[src/hdl/psam_pkg.sv]
// Constants, register map and carrier types for the program space access mapper.
// Assumes one clock domain and a synchronous active-high reset.
package psam_pkg;

    // ------------------------------------------------------------------
    // Register map (byte addresses on the register bus)
    // ------------------------------------------------------------------
    localparam logic [7:0]  PSAM_TPS_OFF      = 8'h00;  // Table page
    localparam logic [7:0]  PSAM_VPS_OFF      = 8'h04;  // Visibility page
    localparam logic [7:0]  PSAM_CCR_OFF      = 8'h08;  // Core control
    localparam logic [7:0]  PSAM_STAT_OFF     = 8'h0c;  // Status, read only
    localparam logic [7:0]  PSAM_BREV_OFF     = 8'h10;  // Index in, mirrored index out

    localparam logic [7:0]  PSAM_TPS_RST      = 8'h00;
    localparam logic [7:0]  PSAM_VPS_RST      = 8'h00;
    localparam logic [15:0] PSAM_CCR_RST      = 16'h0000;
    localparam int          PSAM_CCR_VWE_BIT  = 2;      // Visibility window enable
    localparam int          PSAM_PAGE_MSB     = 7;      // Table page: configuration space
    localparam int          PSAM_EA_WIN_BIT   = 15;     // Upper half of data space

    // Status bits
    localparam int          PSAM_ST_BUSY_BIT  = 0;
    localparam int          PSAM_ST_TBL_BIT   = 1;
    localparam int          PSAM_ST_PM_BIT    = 2;

    // ------------------------------------------------------------------
    // Timing and sizes
    // ------------------------------------------------------------------
    localparam logic [1:0]  PSAM_XTRA_MOV     = 2'h0;   // Beyond the second fetch
    localparam logic [1:0]  PSAM_XTRA_OTHER   = 2'h1;
    localparam int          PSAM_BREV_BITS    = 4;      // 16-entry buffer

    // ------------------------------------------------------------------
    // Types
    // ------------------------------------------------------------------
    typedef enum logic [2:0] {
        OP_DATA_RD,
        OP_TBL_RD_LO,
        OP_TBL_RD_HI,
        OP_TBL_WR_LO,
        OP_TBL_WR_HI
    } psam_op_e;

    typedef enum logic [2:0] {
        ST_IDLE,
        ST_FETCH,
        ST_FETCH2,
        ST_CAPT,
        ST_XTRA,
        ST_RESP
    } psam_fsm_e;

    typedef struct packed {
        psam_op_e    op;
        logic        byte_mode;
        logic        is_mov;
        logic        in_repeat;
        logic [15:0] effective_address;
        logic [15:0] wdata;
    } psam_req_s;

    typedef struct packed {
        logic [22:0] word_addr;
        logic        cfg;
        logic        rd;
        logic        wr;
        logic [2:0]  be;
        logic [23:0] wdata;
    } psam_pm_s;

    typedef struct packed {
        psam_fsm_e   st;
        logic [7:0]  table_page_select;
        logic [7:0]  visibility_page_select;
        logic [15:0] core_control_reg;
        logic [PSAM_BREV_BITS-1:0] brev_idx;
        psam_req_s   req;
        logic        visibility_window_enable;
        logic [1:0]  xtra;
        psam_pm_s    pm;
        logic [15:0] rsp_data;
        logic        rsp_pm;
        logic        ack;
        logic [31:0] rdat;
    } psam_state_s;

endpackage : psam_pkg

[src/hdl/psam_bitrev.sv]
// Mirror of an index for a bit-reversed buffer of 2**W entries.
// Purely combinational; the caller registers the result.
`timescale 1ns/10ps
`default_nettype none
module psam_bitrev #(
    parameter int W = 4
) (
    input  wire logic [W-1:0] idx_i,   // Normal index
    output logic      [W-1:0] rev_o    // Mirrored index
);
    genvar g;
    generate
        for (g = 0; g < W; g++) begin : g_mirror
            assign rev_o[g] = idx_i[W-1-g];
        end
    endgenerate
endmodule : psam_bitrev
`default_nettype wire

[src/hdl/psam_rd_steer.sv]
// Steering of a 24-bit program word onto the 16-bit data bus for reads.
// Combinational; the caller registers the result.
`timescale 1ns/10ps
`default_nettype none
module psam_rd_steer (
    input  wire logic        op_hi_i,      // Upper-byte table read
    input  wire logic        byte_mode_i,  // Byte access
    input  wire logic        byte_sel_i,   // Effective address bit 0
    input  wire logic        psv_i,        // Visibility window read
    input  wire logic [23:0] pm_word_i,    // Program word
    output logic      [15:0] data_o        // Steered data
);
    always_comb begin
        data_o = 16'h0000;
        if (psv_i) begin
            data_o = pm_word_i[15:0];
        end else if (!op_hi_i) begin
            if (!byte_mode_i) begin
                data_o = pm_word_i[15:0];
            end else begin
                data_o = {8'h00, byte_sel_i ? pm_word_i[15:8] : pm_word_i[7:0]};
            end
        end else begin
            // Phantom byte always reads zero
            if (!byte_mode_i || !byte_sel_i) begin
                data_o = {8'h00, pm_word_i[23:16]};
            end
        end
    end
endmodule : psam_rd_steer
`default_nettype wire

[src/hdl/psam_mapper.sv]
// Program space access mapper: builds program addresses for table and
// visibility-window accesses and steers data between 16 and 24 bits.
// Assumes a synchronous program memory on clk_i: read data valid in the
// cycle after the one in which the read strobe is high.
//
// Local design decisions: the register offsets and register access over Wishbone.
`timescale 1ns/10ps
`default_nettype none
module psam_mapper
    import psam_pkg::*;
(
    input  wire logic        clk_i,             // 25 MHz clock
    input  wire logic        rst_i,             // Synchronous reset, high
    // Wishbone classic slave
    input  wire logic        wb_cyc_i,          // Cycle
    input  wire logic        wb_stb_i,          // Strobe
    input  wire logic        wb_we_i,           // Write enable
    input  wire logic [7:0]  wb_adr_i,          // Byte address
    input  wire logic [3:0]  wb_sel_i,          // Byte lanes
    input  wire logic [31:0] wb_dat_i,          // Write data
    output logic      [31:0] wb_dat_o,          // Read data
    output logic             wb_ack_o,          // Acknowledge
    // Core side
    input  wire logic        core_req_valid_i,  // Access request
    input  wire psam_req_s   core_req_i,        // Request contents
    output logic             core_req_ready_o,  // Request taken when high
    output logic             core_rsp_valid_o,  // Completion pulse
    output logic      [15:0] core_rsp_data_o,   // Read data
    output logic             core_rsp_pm_o,     // Served by program memory
    output logic             core_tbl_active_o, // Table access in flight
    // Program memory side
    output psam_pm_s         pm_o,              // Address, strobes, write data
    input  wire logic [23:0] pm_rdata_i         // Program word read
);

    // ------------------------------------------------------------------
    // State
    // ------------------------------------------------------------------
    psam_state_s s_reg;
    psam_state_s s_next;

    logic [15:0]               steer_data;
    logic [PSAM_BREV_BITS-1:0] brev_out;
    logic                      take;
    logic                      psv_hit;
    logic                      is_tbl;
    logic                      tbl_op_q;
    logic                      bus_req;

    // ------------------------------------------------------------------
    // Helpers
    // ------------------------------------------------------------------
    psam_bitrev #(
        .W      (PSAM_BREV_BITS)
    ) u_bitrev (
        .idx_i  (s_reg.brev_idx),
        .rev_o  (brev_out)
    );

    psam_rd_steer u_steer (
        .op_hi_i     (s_reg.req.op == OP_TBL_RD_HI),
        .byte_mode_i (s_reg.req.byte_mode),
        .byte_sel_i  (s_reg.req.effective_address[0]),
        .psv_i       (s_reg.visibility_window_enable),
        .pm_word_i   (pm_rdata_i),
        .data_o      (steer_data)
    );

    // ------------------------------------------------------------------
    // Decode
    // ------------------------------------------------------------------
    assign take     = core_req_valid_i && core_req_ready_o;
    assign is_tbl   = core_req_i.op != OP_DATA_RD;
    assign tbl_op_q = s_reg.req.op != OP_DATA_RD;
    assign bus_req  = wb_cyc_i && wb_stb_i;
    // Window hit: upper half of data space and enable bit set
    assign psv_hit  = core_req_i.effective_address[PSAM_EA_WIN_BIT]
                      && s_reg.core_control_reg[PSAM_CCR_VWE_BIT];

    // ------------------------------------------------------------------
    // Next state
    // ------------------------------------------------------------------
    always_comb begin
        s_next        = s_reg;
        s_next.ack    = 1'b0;
        s_next.pm.rd  = 1'b0;
        s_next.pm.wr  = 1'b0;

        // Register bus: answer one cycle after the request, write on ack edge
        if (bus_req && !s_reg.ack) begin
            s_next.ack = 1'b1;
            case (wb_adr_i)
                PSAM_TPS_OFF:  s_next.rdat = {24'h000000, s_reg.table_page_select};
                PSAM_VPS_OFF:  s_next.rdat = {24'h000000, s_reg.visibility_page_select};
                PSAM_CCR_OFF:  s_next.rdat = {16'h0000, s_reg.core_control_reg};
                PSAM_STAT_OFF: s_next.rdat = {29'h00000000, s_reg.rsp_pm,
                                              core_tbl_active_o, s_reg.st != ST_IDLE};
                PSAM_BREV_OFF: s_next.rdat = {20'h00000, brev_out,
                                              4'h0, s_reg.brev_idx};
                default:       s_next.rdat = 32'h00000000;
            endcase
        end
        if (bus_req && s_reg.ack && wb_we_i) begin
            case (wb_adr_i)
                PSAM_TPS_OFF: begin
                    if (wb_sel_i[0]) s_next.table_page_select = wb_dat_i[7:0];
                end
                PSAM_VPS_OFF: begin
                    if (wb_sel_i[0]) s_next.visibility_page_select = wb_dat_i[7:0];
                end
                PSAM_CCR_OFF: begin
                    if (wb_sel_i[0]) s_next.core_control_reg[7:0] = wb_dat_i[7:0];
                    if (wb_sel_i[1]) s_next.core_control_reg[15:8] = wb_dat_i[15:8];
                end
                PSAM_BREV_OFF: begin
                    if (wb_sel_i[0]) s_next.brev_idx = wb_dat_i[PSAM_BREV_BITS-1:0];
                end
                default: begin
                end
            endcase
        end

        // Access sequencer; one access at a time, so a table access
        // in flight holds off any window read until it completes
        case (s_reg.st)
            ST_IDLE: begin
                if (take) begin
                    s_next.req    = core_req_i;
                    s_next.visibility_window_enable    = !is_tbl && psv_hit;
                    s_next.rsp_pm = is_tbl || psv_hit;
                    s_next.xtra   = (core_req_i.is_mov || core_req_i.in_repeat)
                                    ? PSAM_XTRA_MOV : PSAM_XTRA_OTHER;
                    if (is_tbl) begin
                        // Word index: address advances by two per word
                        s_next.pm.word_addr = {s_reg.table_page_select,
                                               core_req_i.effective_address[15:1]};
                        s_next.pm.cfg = s_reg.table_page_select[PSAM_PAGE_MSB];
                    end else begin
                        // Address bit 15 from page bit 0, bit 23 forced low
                        s_next.pm.word_addr = {1'b0, s_reg.visibility_page_select,
                                               core_req_i.effective_address[14:1]};
                        s_next.pm.cfg = 1'b0;
                    end
                    s_next.pm.be    = 3'h0;
                    s_next.pm.wdata = 24'h000000;
                    case (core_req_i.op)
                        OP_TBL_WR_LO: begin
                            s_next.pm.wr = 1'b1;
                            s_next.pm.wdata = {8'h00, core_req_i.byte_mode
                                               ? {2{core_req_i.wdata[7:0]}} : core_req_i.wdata};
                            s_next.pm.be = !core_req_i.byte_mode ? 3'h3
                                         : (core_req_i.effective_address[0] ? 3'h2 : 3'h1);
                        end
                        OP_TBL_WR_HI: begin
                            // Only path that writes the program upper byte
                            s_next.pm.wr = 1'b1;
                            s_next.pm.wdata = {core_req_i.wdata[7:0], 16'h0000};
                            s_next.pm.be = (core_req_i.byte_mode
                                            && core_req_i.effective_address[0]) ? 3'h0 : 3'h4;
                        end
                        default: begin
                            s_next.pm.rd = is_tbl || psv_hit;
                        end
                    endcase
                    s_next.st = (is_tbl || psv_hit) ? ST_FETCH : ST_RESP;
                    if (!is_tbl && !psv_hit) s_next.rsp_data = 16'h0000;
                end
            end
            ST_FETCH: begin
                if (s_reg.pm.wr) begin
                    s_next.st = ST_RESP;
                end else if (s_reg.visibility_window_enable) begin
                    s_next.pm.rd = 1'b1;
                    s_next.st = ST_FETCH2;
                end else begin
                    s_next.st = ST_CAPT;
                end
            end
            ST_FETCH2: begin
                s_next.st = ST_CAPT;
            end
            ST_CAPT: begin
                s_next.rsp_data = steer_data;
                s_next.st = (s_reg.visibility_window_enable && s_reg.xtra != 2'h0) ? ST_XTRA : ST_RESP;
            end
            ST_XTRA: begin
                s_next.xtra = s_reg.xtra - 2'h1;
                if (s_reg.xtra == 2'h1) s_next.st = ST_RESP;
            end
            ST_RESP: begin
                s_next.st = ST_IDLE;
            end
            default: begin
                s_next.st = ST_IDLE;
            end
        endcase
    end

    // ------------------------------------------------------------------
    // Registers
    // ------------------------------------------------------------------
    always_ff @(posedge clk_i) begin
        if (rst_i) begin
            s_reg                        <= '0;
            s_reg.st                     <= ST_IDLE;
            s_reg.table_page_select      <= PSAM_TPS_RST;
            s_reg.visibility_page_select <= PSAM_VPS_RST;
            s_reg.core_control_reg       <= PSAM_CCR_RST;
        end else begin
            s_reg <= s_next;
        end
    end

    // ------------------------------------------------------------------
    // Outputs
    // ------------------------------------------------------------------
    assign wb_dat_o          = s_reg.rdat;
    assign wb_ack_o          = s_reg.ack;
    assign core_req_ready_o  = s_reg.st == ST_IDLE;
    assign core_rsp_valid_o  = s_reg.st == ST_RESP;
    assign core_rsp_data_o   = s_reg.rsp_data;
    assign core_rsp_pm_o     = s_reg.rsp_pm;
    assign core_tbl_active_o = (s_reg.st != ST_IDLE) && tbl_op_q;
    assign pm_o              = s_reg.pm;
endmodule : psam_mapper
`default_nettype wire

[config.mk]
export PLATFORM = sky130hd
export DESIGN_NAME = psam_mapper
export DESIGN_NICKNAME = d
export VERILOG_FILES = /design/src/hdl/psam_pkg.sv /design/src/hdl/psam_bitrev.sv /design/src/hdl/psam_rd_steer.sv /design/src/hdl/psam_mapper.sv
export SDC_FILE = /design/constraint.sdc
export NUM_CORES = 1
export LEC_CHECK = 0
export ABC_AREA = 1
export BUFFER_PORTS_ARGS = -buffer_cell sky130_fd_sc_hd__clkbuf_2
export CELL_PAD_IN_SITES_DETAIL_PLACEMENT = 1
export CELL_PAD_IN_SITES_GLOBAL_PLACEMENT = 1
export CORE_ASPECT_RATIO = 1.25
export CORE_MARGIN = 4
export CORE_UTILIZATION = 39
export CTS_CLUSTER_SIZE = 16
export DETAILED_ROUTE_END_ITERATION = 8
export GPL_TIMING_DRIVEN = 0
export PLACE_DENSITY_LB_ADDON = 0.08
export SKIP_LAST_GASP = 1
export SLEW_MARGIN = 25
export SYNTH_ARGS = -nofsm -noshare
export SYNTH_HDL_FRONTEND = slang
export SYNTH_HIERARCHICAL = 1
export SYNTH_SLANG_ARGS = --single-unit
[constraint.sdc]
create_clock -name clk_i -period 2.5 [get_ports clk_i]
set_input_delay 0.25 -clock clk_i [delete_from_list [all_inputs] [get_ports clk_i]]
set_output_delay 0.25 -clock clk_i [all_outputs]
set_load 0.02 [all_outputs]
### After elaboration in Yosys (flattened, before gate mapping)

Index checks and enable logic that the tools add are counted.

* register bits after elaboration: 150
* input port bits: 112
* output and inout port bits: 106

* reduce and logical (&&, ||, !) cells: 38
* bitwise gates (word level): 2
* equal/unequal tests: 16
* multiplexer cells: 29
* add/subtract/negate cells: 1

Operators with widths (count)
* 16-bit two-way mux: 5
* 16-bit case mux with 5 select lines: 1
* 72-bit two-way mux: 1
* 28-bit case mux with 2 select lines: 1
* 33-bit two-way mux: 1
* 16-bit case mux with 2 select lines: 1
* 24-bit two-way mux: 1
* 3-bit AND reduction: 6
* 8-bit by 4-bit == test with 1-bit output (second input constant): 2
* 8-bit two-way mux: 2
* 3-bit two-way mux: 5
* 3-bit case mux with 5 select lines: 1
* 3-bit by 2-bit == test with 1-bit output (second input constant): 4
* 1-bit logical AND: 11
* 3-bit == test (second input constant): 3
* 3-bit nonzero test: 3
* 8-bit by 3-bit == test with 1-bit output (second input constant): 1
* 8-bit by 5-bit == test with 1-bit output (second input constant): 1
* 8-bit logical NOT: 1
* 1-bit two-way mux: 6
* 2-bit AND reduction: 3
* 2-bit nonzero test: 3
* 1-bit logical NOT: 5
* 2-bit two-way mux: 2
* 12 further kinds: 16

### Longest topological paths before layout

* depth in word-level cells: 6
* mapped depth: 11

### Modules after synthesis

Netlist, hierarchy kept.

Modules (own cells, without submodules)
* psam_mapper: area each 6348.6 sq um, sequential area each 2662.6 sq um, cells an instance 839, times used 1
* psam_rd_steer: area each 381.6 sq um, sequential area each 0.0 sq um, cells an instance 93, times used 1
* psam_bitrev: area each 30.0 sq um, sequential area each 0.0 sq um, cells an instance 4, times used 1

### Worst setup path before layout

OpenSTA, ideal clock, no wires.

* kind: register to register
* from: register s_reg, in the netlist wb_ack_o
* to: register s_reg[173] (netlist name)
* cell stages (with the launch flop): 6
* arrival time: 1.273 ns
* path buffers: 1
* setup slack: 1.157 ns
* required time: 2.430 ns
* cells stage by stage: dfxtp_1 -> nand4_4 -> nor3_4 -> buf_6 -> o21ai_1 -> a21oi_1

* longest elaborated chain between the ends: 3

RTL lines
* from (decl): line psam_mapper.sv:39 `psam_state_s s_reg;`
* from (signal assigned): line psam_mapper.sv:210 `s_reg <= s_next;`
* 1-bit logical AND (2 in a row): line psam_mapper.sv:103 `if (bus_req && s_reg.ack && wb_we_i) begin`
* 3-bit AND reduction (no source line)

No other way between the ends.
A chain may end at the register's enable or synchronous reset.

### Worst setup path after layout

* from: register s_reg[182] (netlist name)
* to: output core_rsp_valid_o

* longest elaborated chain between the ends: 1

RTL lines
* 3-bit == test: line psam_mapper.sv:220 `assign core_rsp_valid_o = s_reg.st == ST_RESP;`
* to (decl): line psam_mapper.sv:27 `output logic core_rsp_valid_o,`

No other way between the ends.

==> results.cfg <==
[status]
outcome = complete, no violations

[synthesis]
ys.warnings.count = 6
yosysSeqAreaShare_pct = 39.4
syn_area_sq_mm = 0.00676
synth_seq_cells = 133
syn_avg_cell_area_sq_um = 7.22
yosys.area.top_type = dfxtp_1
synth_cell_type_count = 37
synthTopCellsByArea = dfxtp_1 (39%), buf_4 (12%), nand2_1 (12%), nand3_1 (6.0%), o21ai_0 (5.7%)
synthCells = 936
synth_top_area_share_pct = 39.4

[timing]
fin_crit_ps = 1660
finalSetupViolCount = 0
finalHoldViolations = 0
slew_viol_final = 0
timing.fmax_mhz = 603
final.setup.tns_ps = 0
relSlewSlack_pct = 56.8
worst_pin_slew_ps = 647
finClkSkew_ps = 11.0
rsz0062_at_grt = no
finalCritPeriodShare_pct = 66.3

[cts]
cts_hold_buf = 0
clk_latency_ps = 420
numCtsBuffers = 17
cts_sinks = 133
cts_root_buffer = clkbuf_16
cts_resized = 0
cts_tree = built
clkTransAtPathRegs_ps = 60
cts.htree.levels = 4
clockBufferDepth = 2
post_cts_buffers = 0

[floorplan]
num_rows = 53
die_h_microns = 155
die_w_microns = 126
core-area_sq_mm = 0.0169
die_area_sq_mm = 0.0195
initial_core_util_pct = 40.0
ios = 218

[grt]
grt_pass1_vias = 6598
antenna_found_initial = 0
grt_max_degree = 17
grt_overflow_total = 0
grt_pass1_wl_microns = 32800
grt_use_total_pct = 20.7

[drt]
post-route-drc-count = 0
routed_wire_length_per_instance_microns = 14.7
drt-total-wl_microns = 20400
first_iter_violations = 227
drt_first_pass_iters = 4
antenna_left = 0
vias = 6506
vias_per_cell = 4.70

[finish]
finalNetCount = 1265
finish.utilization_pct = 50.9
drive_above_1_share_pct = 32.9
largest_reg_flops = 52
syn_to_final_growth_pct = 27.3
fin_cells = 1383
fill_cells = 2294
antenna_cells = 0

[pwr]
sw_frac_of_total_pct = 33.0
power_mw = 7.15
power_density_mw_per_mm2 = 831
p_clk_share_pct = 36.2
power_frac_seq_pct = 34.7
power_leakage_nw = 4.41
p_int_mw = 4.79
max-vdd-ir-drop_v = 0.000507
p_comb_share_pct = 29.1
p_sw_mw = 2.36

[worst_setup_path]
critPathKind = register to primary output
cp.arrival_ps = 1410
regToRegStartpoint = s_reg[182]$_SDFFE_PP0P_
r2r_slack_ps = 970
cp-start-kind = register
worst-r2r-cell-count = 6
crit_required_ps = 2250
critPathMaxFanout = 5
cp-end-kind = primary output
regToRegEndpoint = pm_o[0]$_SDFFE_PP0N_

[placement]
port_buffers = 181
placed_cells = 1352
gp_congestion = 0.843
dp_hpwl_microns = 15800

[hold_path]
min-delay-start = core_req_i[33]
min_path_type = input port to register
holdPathEnd = s_reg[103]$_SDFFE_PP0P_
worstHoldPathCells = 2

[flow_run]
cap_violations = 0
[final cells by class]
cell class	count	area (sq um)	area share [%]
Buffer	146	1050	12.2
Clock inverter	9	125	1.45
Timing Repair Buffer	181	906	10.5
Inverter	93	353	4.10
Sequential cell	133	2660	30.9
Clock buffer	22	484	5.63
Multi-Input combinational cell	579	2750	32.0
Tap cell	220	275	3.20
[power groups by stage]
stage	logic [mW]	registers, mW	clock network (mW)
after detailed placement	2.11	2.52	0
after global placement	2.09	2.52	0
after CTS	2.12	2.48	2.64
after floorplan	1.50	2.50	0
final	2.08	2.48	2.59
after global routing	2.32	2.51	2.72
[cells by family (layout without fill, tap and decap cells)]
| family | count (synthesis) | count (layout) | synth area share [%] |
|---|---|---|---|
| fa+ha+maj | 2 | 2 | 0.370 |
| other cells | 1 | 16 | 0.0555 |
| buf+inv | 239 | 451 | 20.7 |
| compound gates | 181 | 181 | 14.1 |
| simple gates | 380 | 380 | 25.3 |
| flops | 133 | 133 | 39.4 |
[worst max path at each step]
| stage | start | end | slack (ps) | depth (start not counted) |
|---|---|---|---|---|
| 2_1_floorplan | wb_ack_o$_SDFF_PP0_ | s_reg[173]$_SDFFE_PP0P_ | 1160 | 5 |
| 6_report | s_reg[182]$_SDFFE_PP0P_ | core_rsp_valid_o | 840 | 3 |
| 3_5_place_dp | rst_i | pm_o[0]$_SDFFE_PP0N_ | 830 | 5 |
| 4_1_cts | s_reg[182]$_SDFFE_PP0P_ | core_rsp_valid_o | 760 | 3 |
| 5_1_grt | s_reg[182]$_SDFFE_PP0P_ | core_rsp_valid_o | 750 | 3 |
| 3_3_place_gp | rst_i | wb_dat_o[0]$_SDFFE_PP0P_ | 830 | 6 |
[metal layers]
layer	up-vias	routed length [microns]	global-route usage [%]
met2	153	9920	36.1
met3	21	1260	5.67
met5	-	0	0
li1	3310	-	-
met1	3022	8810	24.8
met4	0	368	6.49
[layout by cell type, fill, tap and decap left out, drive strengths merged]
cell / n
a21oi: 75
a31oi: 1
buf: 128
bufinv: 3
clkbuf: 221
clkinv: 7
clkinvlp: 2
conb: 16
dfxtp: 133
ha: 2
inv: 90
nand2: 221
nand3: 82
nand4: 1
nor2: 66
nor3: 8
o211ai: 8
o21a: 1
o21ai: 94
o31ai: 2
or2: 2
[metrics by stage]
stage	worst slack (ps)	instance area, sq um	hold slack [ps]
2_1_floorplan	1160	6820	344
3_3_place_gp	832	8000	444
3_5_place_dp	833	8000	446
4_1_cts	760	8610	2.21
5_1_grt	747	8610	13.7
6_report	842	8610	20.3
[worst max-delay path, cell delays in order, from the launching register on]
cell	delay, ps
dfxtp_1	390
inv_1	120
nor3_1	260
clkbuf_2	220
[synth_stat cells]
master and number:
o21ai_1 15, nand2_4 4, a21oi_2 2, ha_1 2, nor2_2 5, or2_2 2
buf_2 10, clkinv_1 2, inv_2 8, clkbuf_1 17, buf_6 10, o31ai_1 1
o21ai_0 77, clkbuf_2 1, inv_4 1, clkinv_2 1, buf_4 107, nor2_4 5
nand3_1 81, o31ai_2 1, nand2_2 6, a31oi_1 1, nor3_1 5, nand4_4 1
nor2_8 1, nand2_1 211, nand3_2 1, inv_1 81, a21oi_1 73, dfxtp_1 133
o211ai_1 8, nor3_4 3, nor2_1 55, buf_8 1, o21a_1 1, o21ai_2 2
conb_1 1
Power figures use the tool's default switching activity.
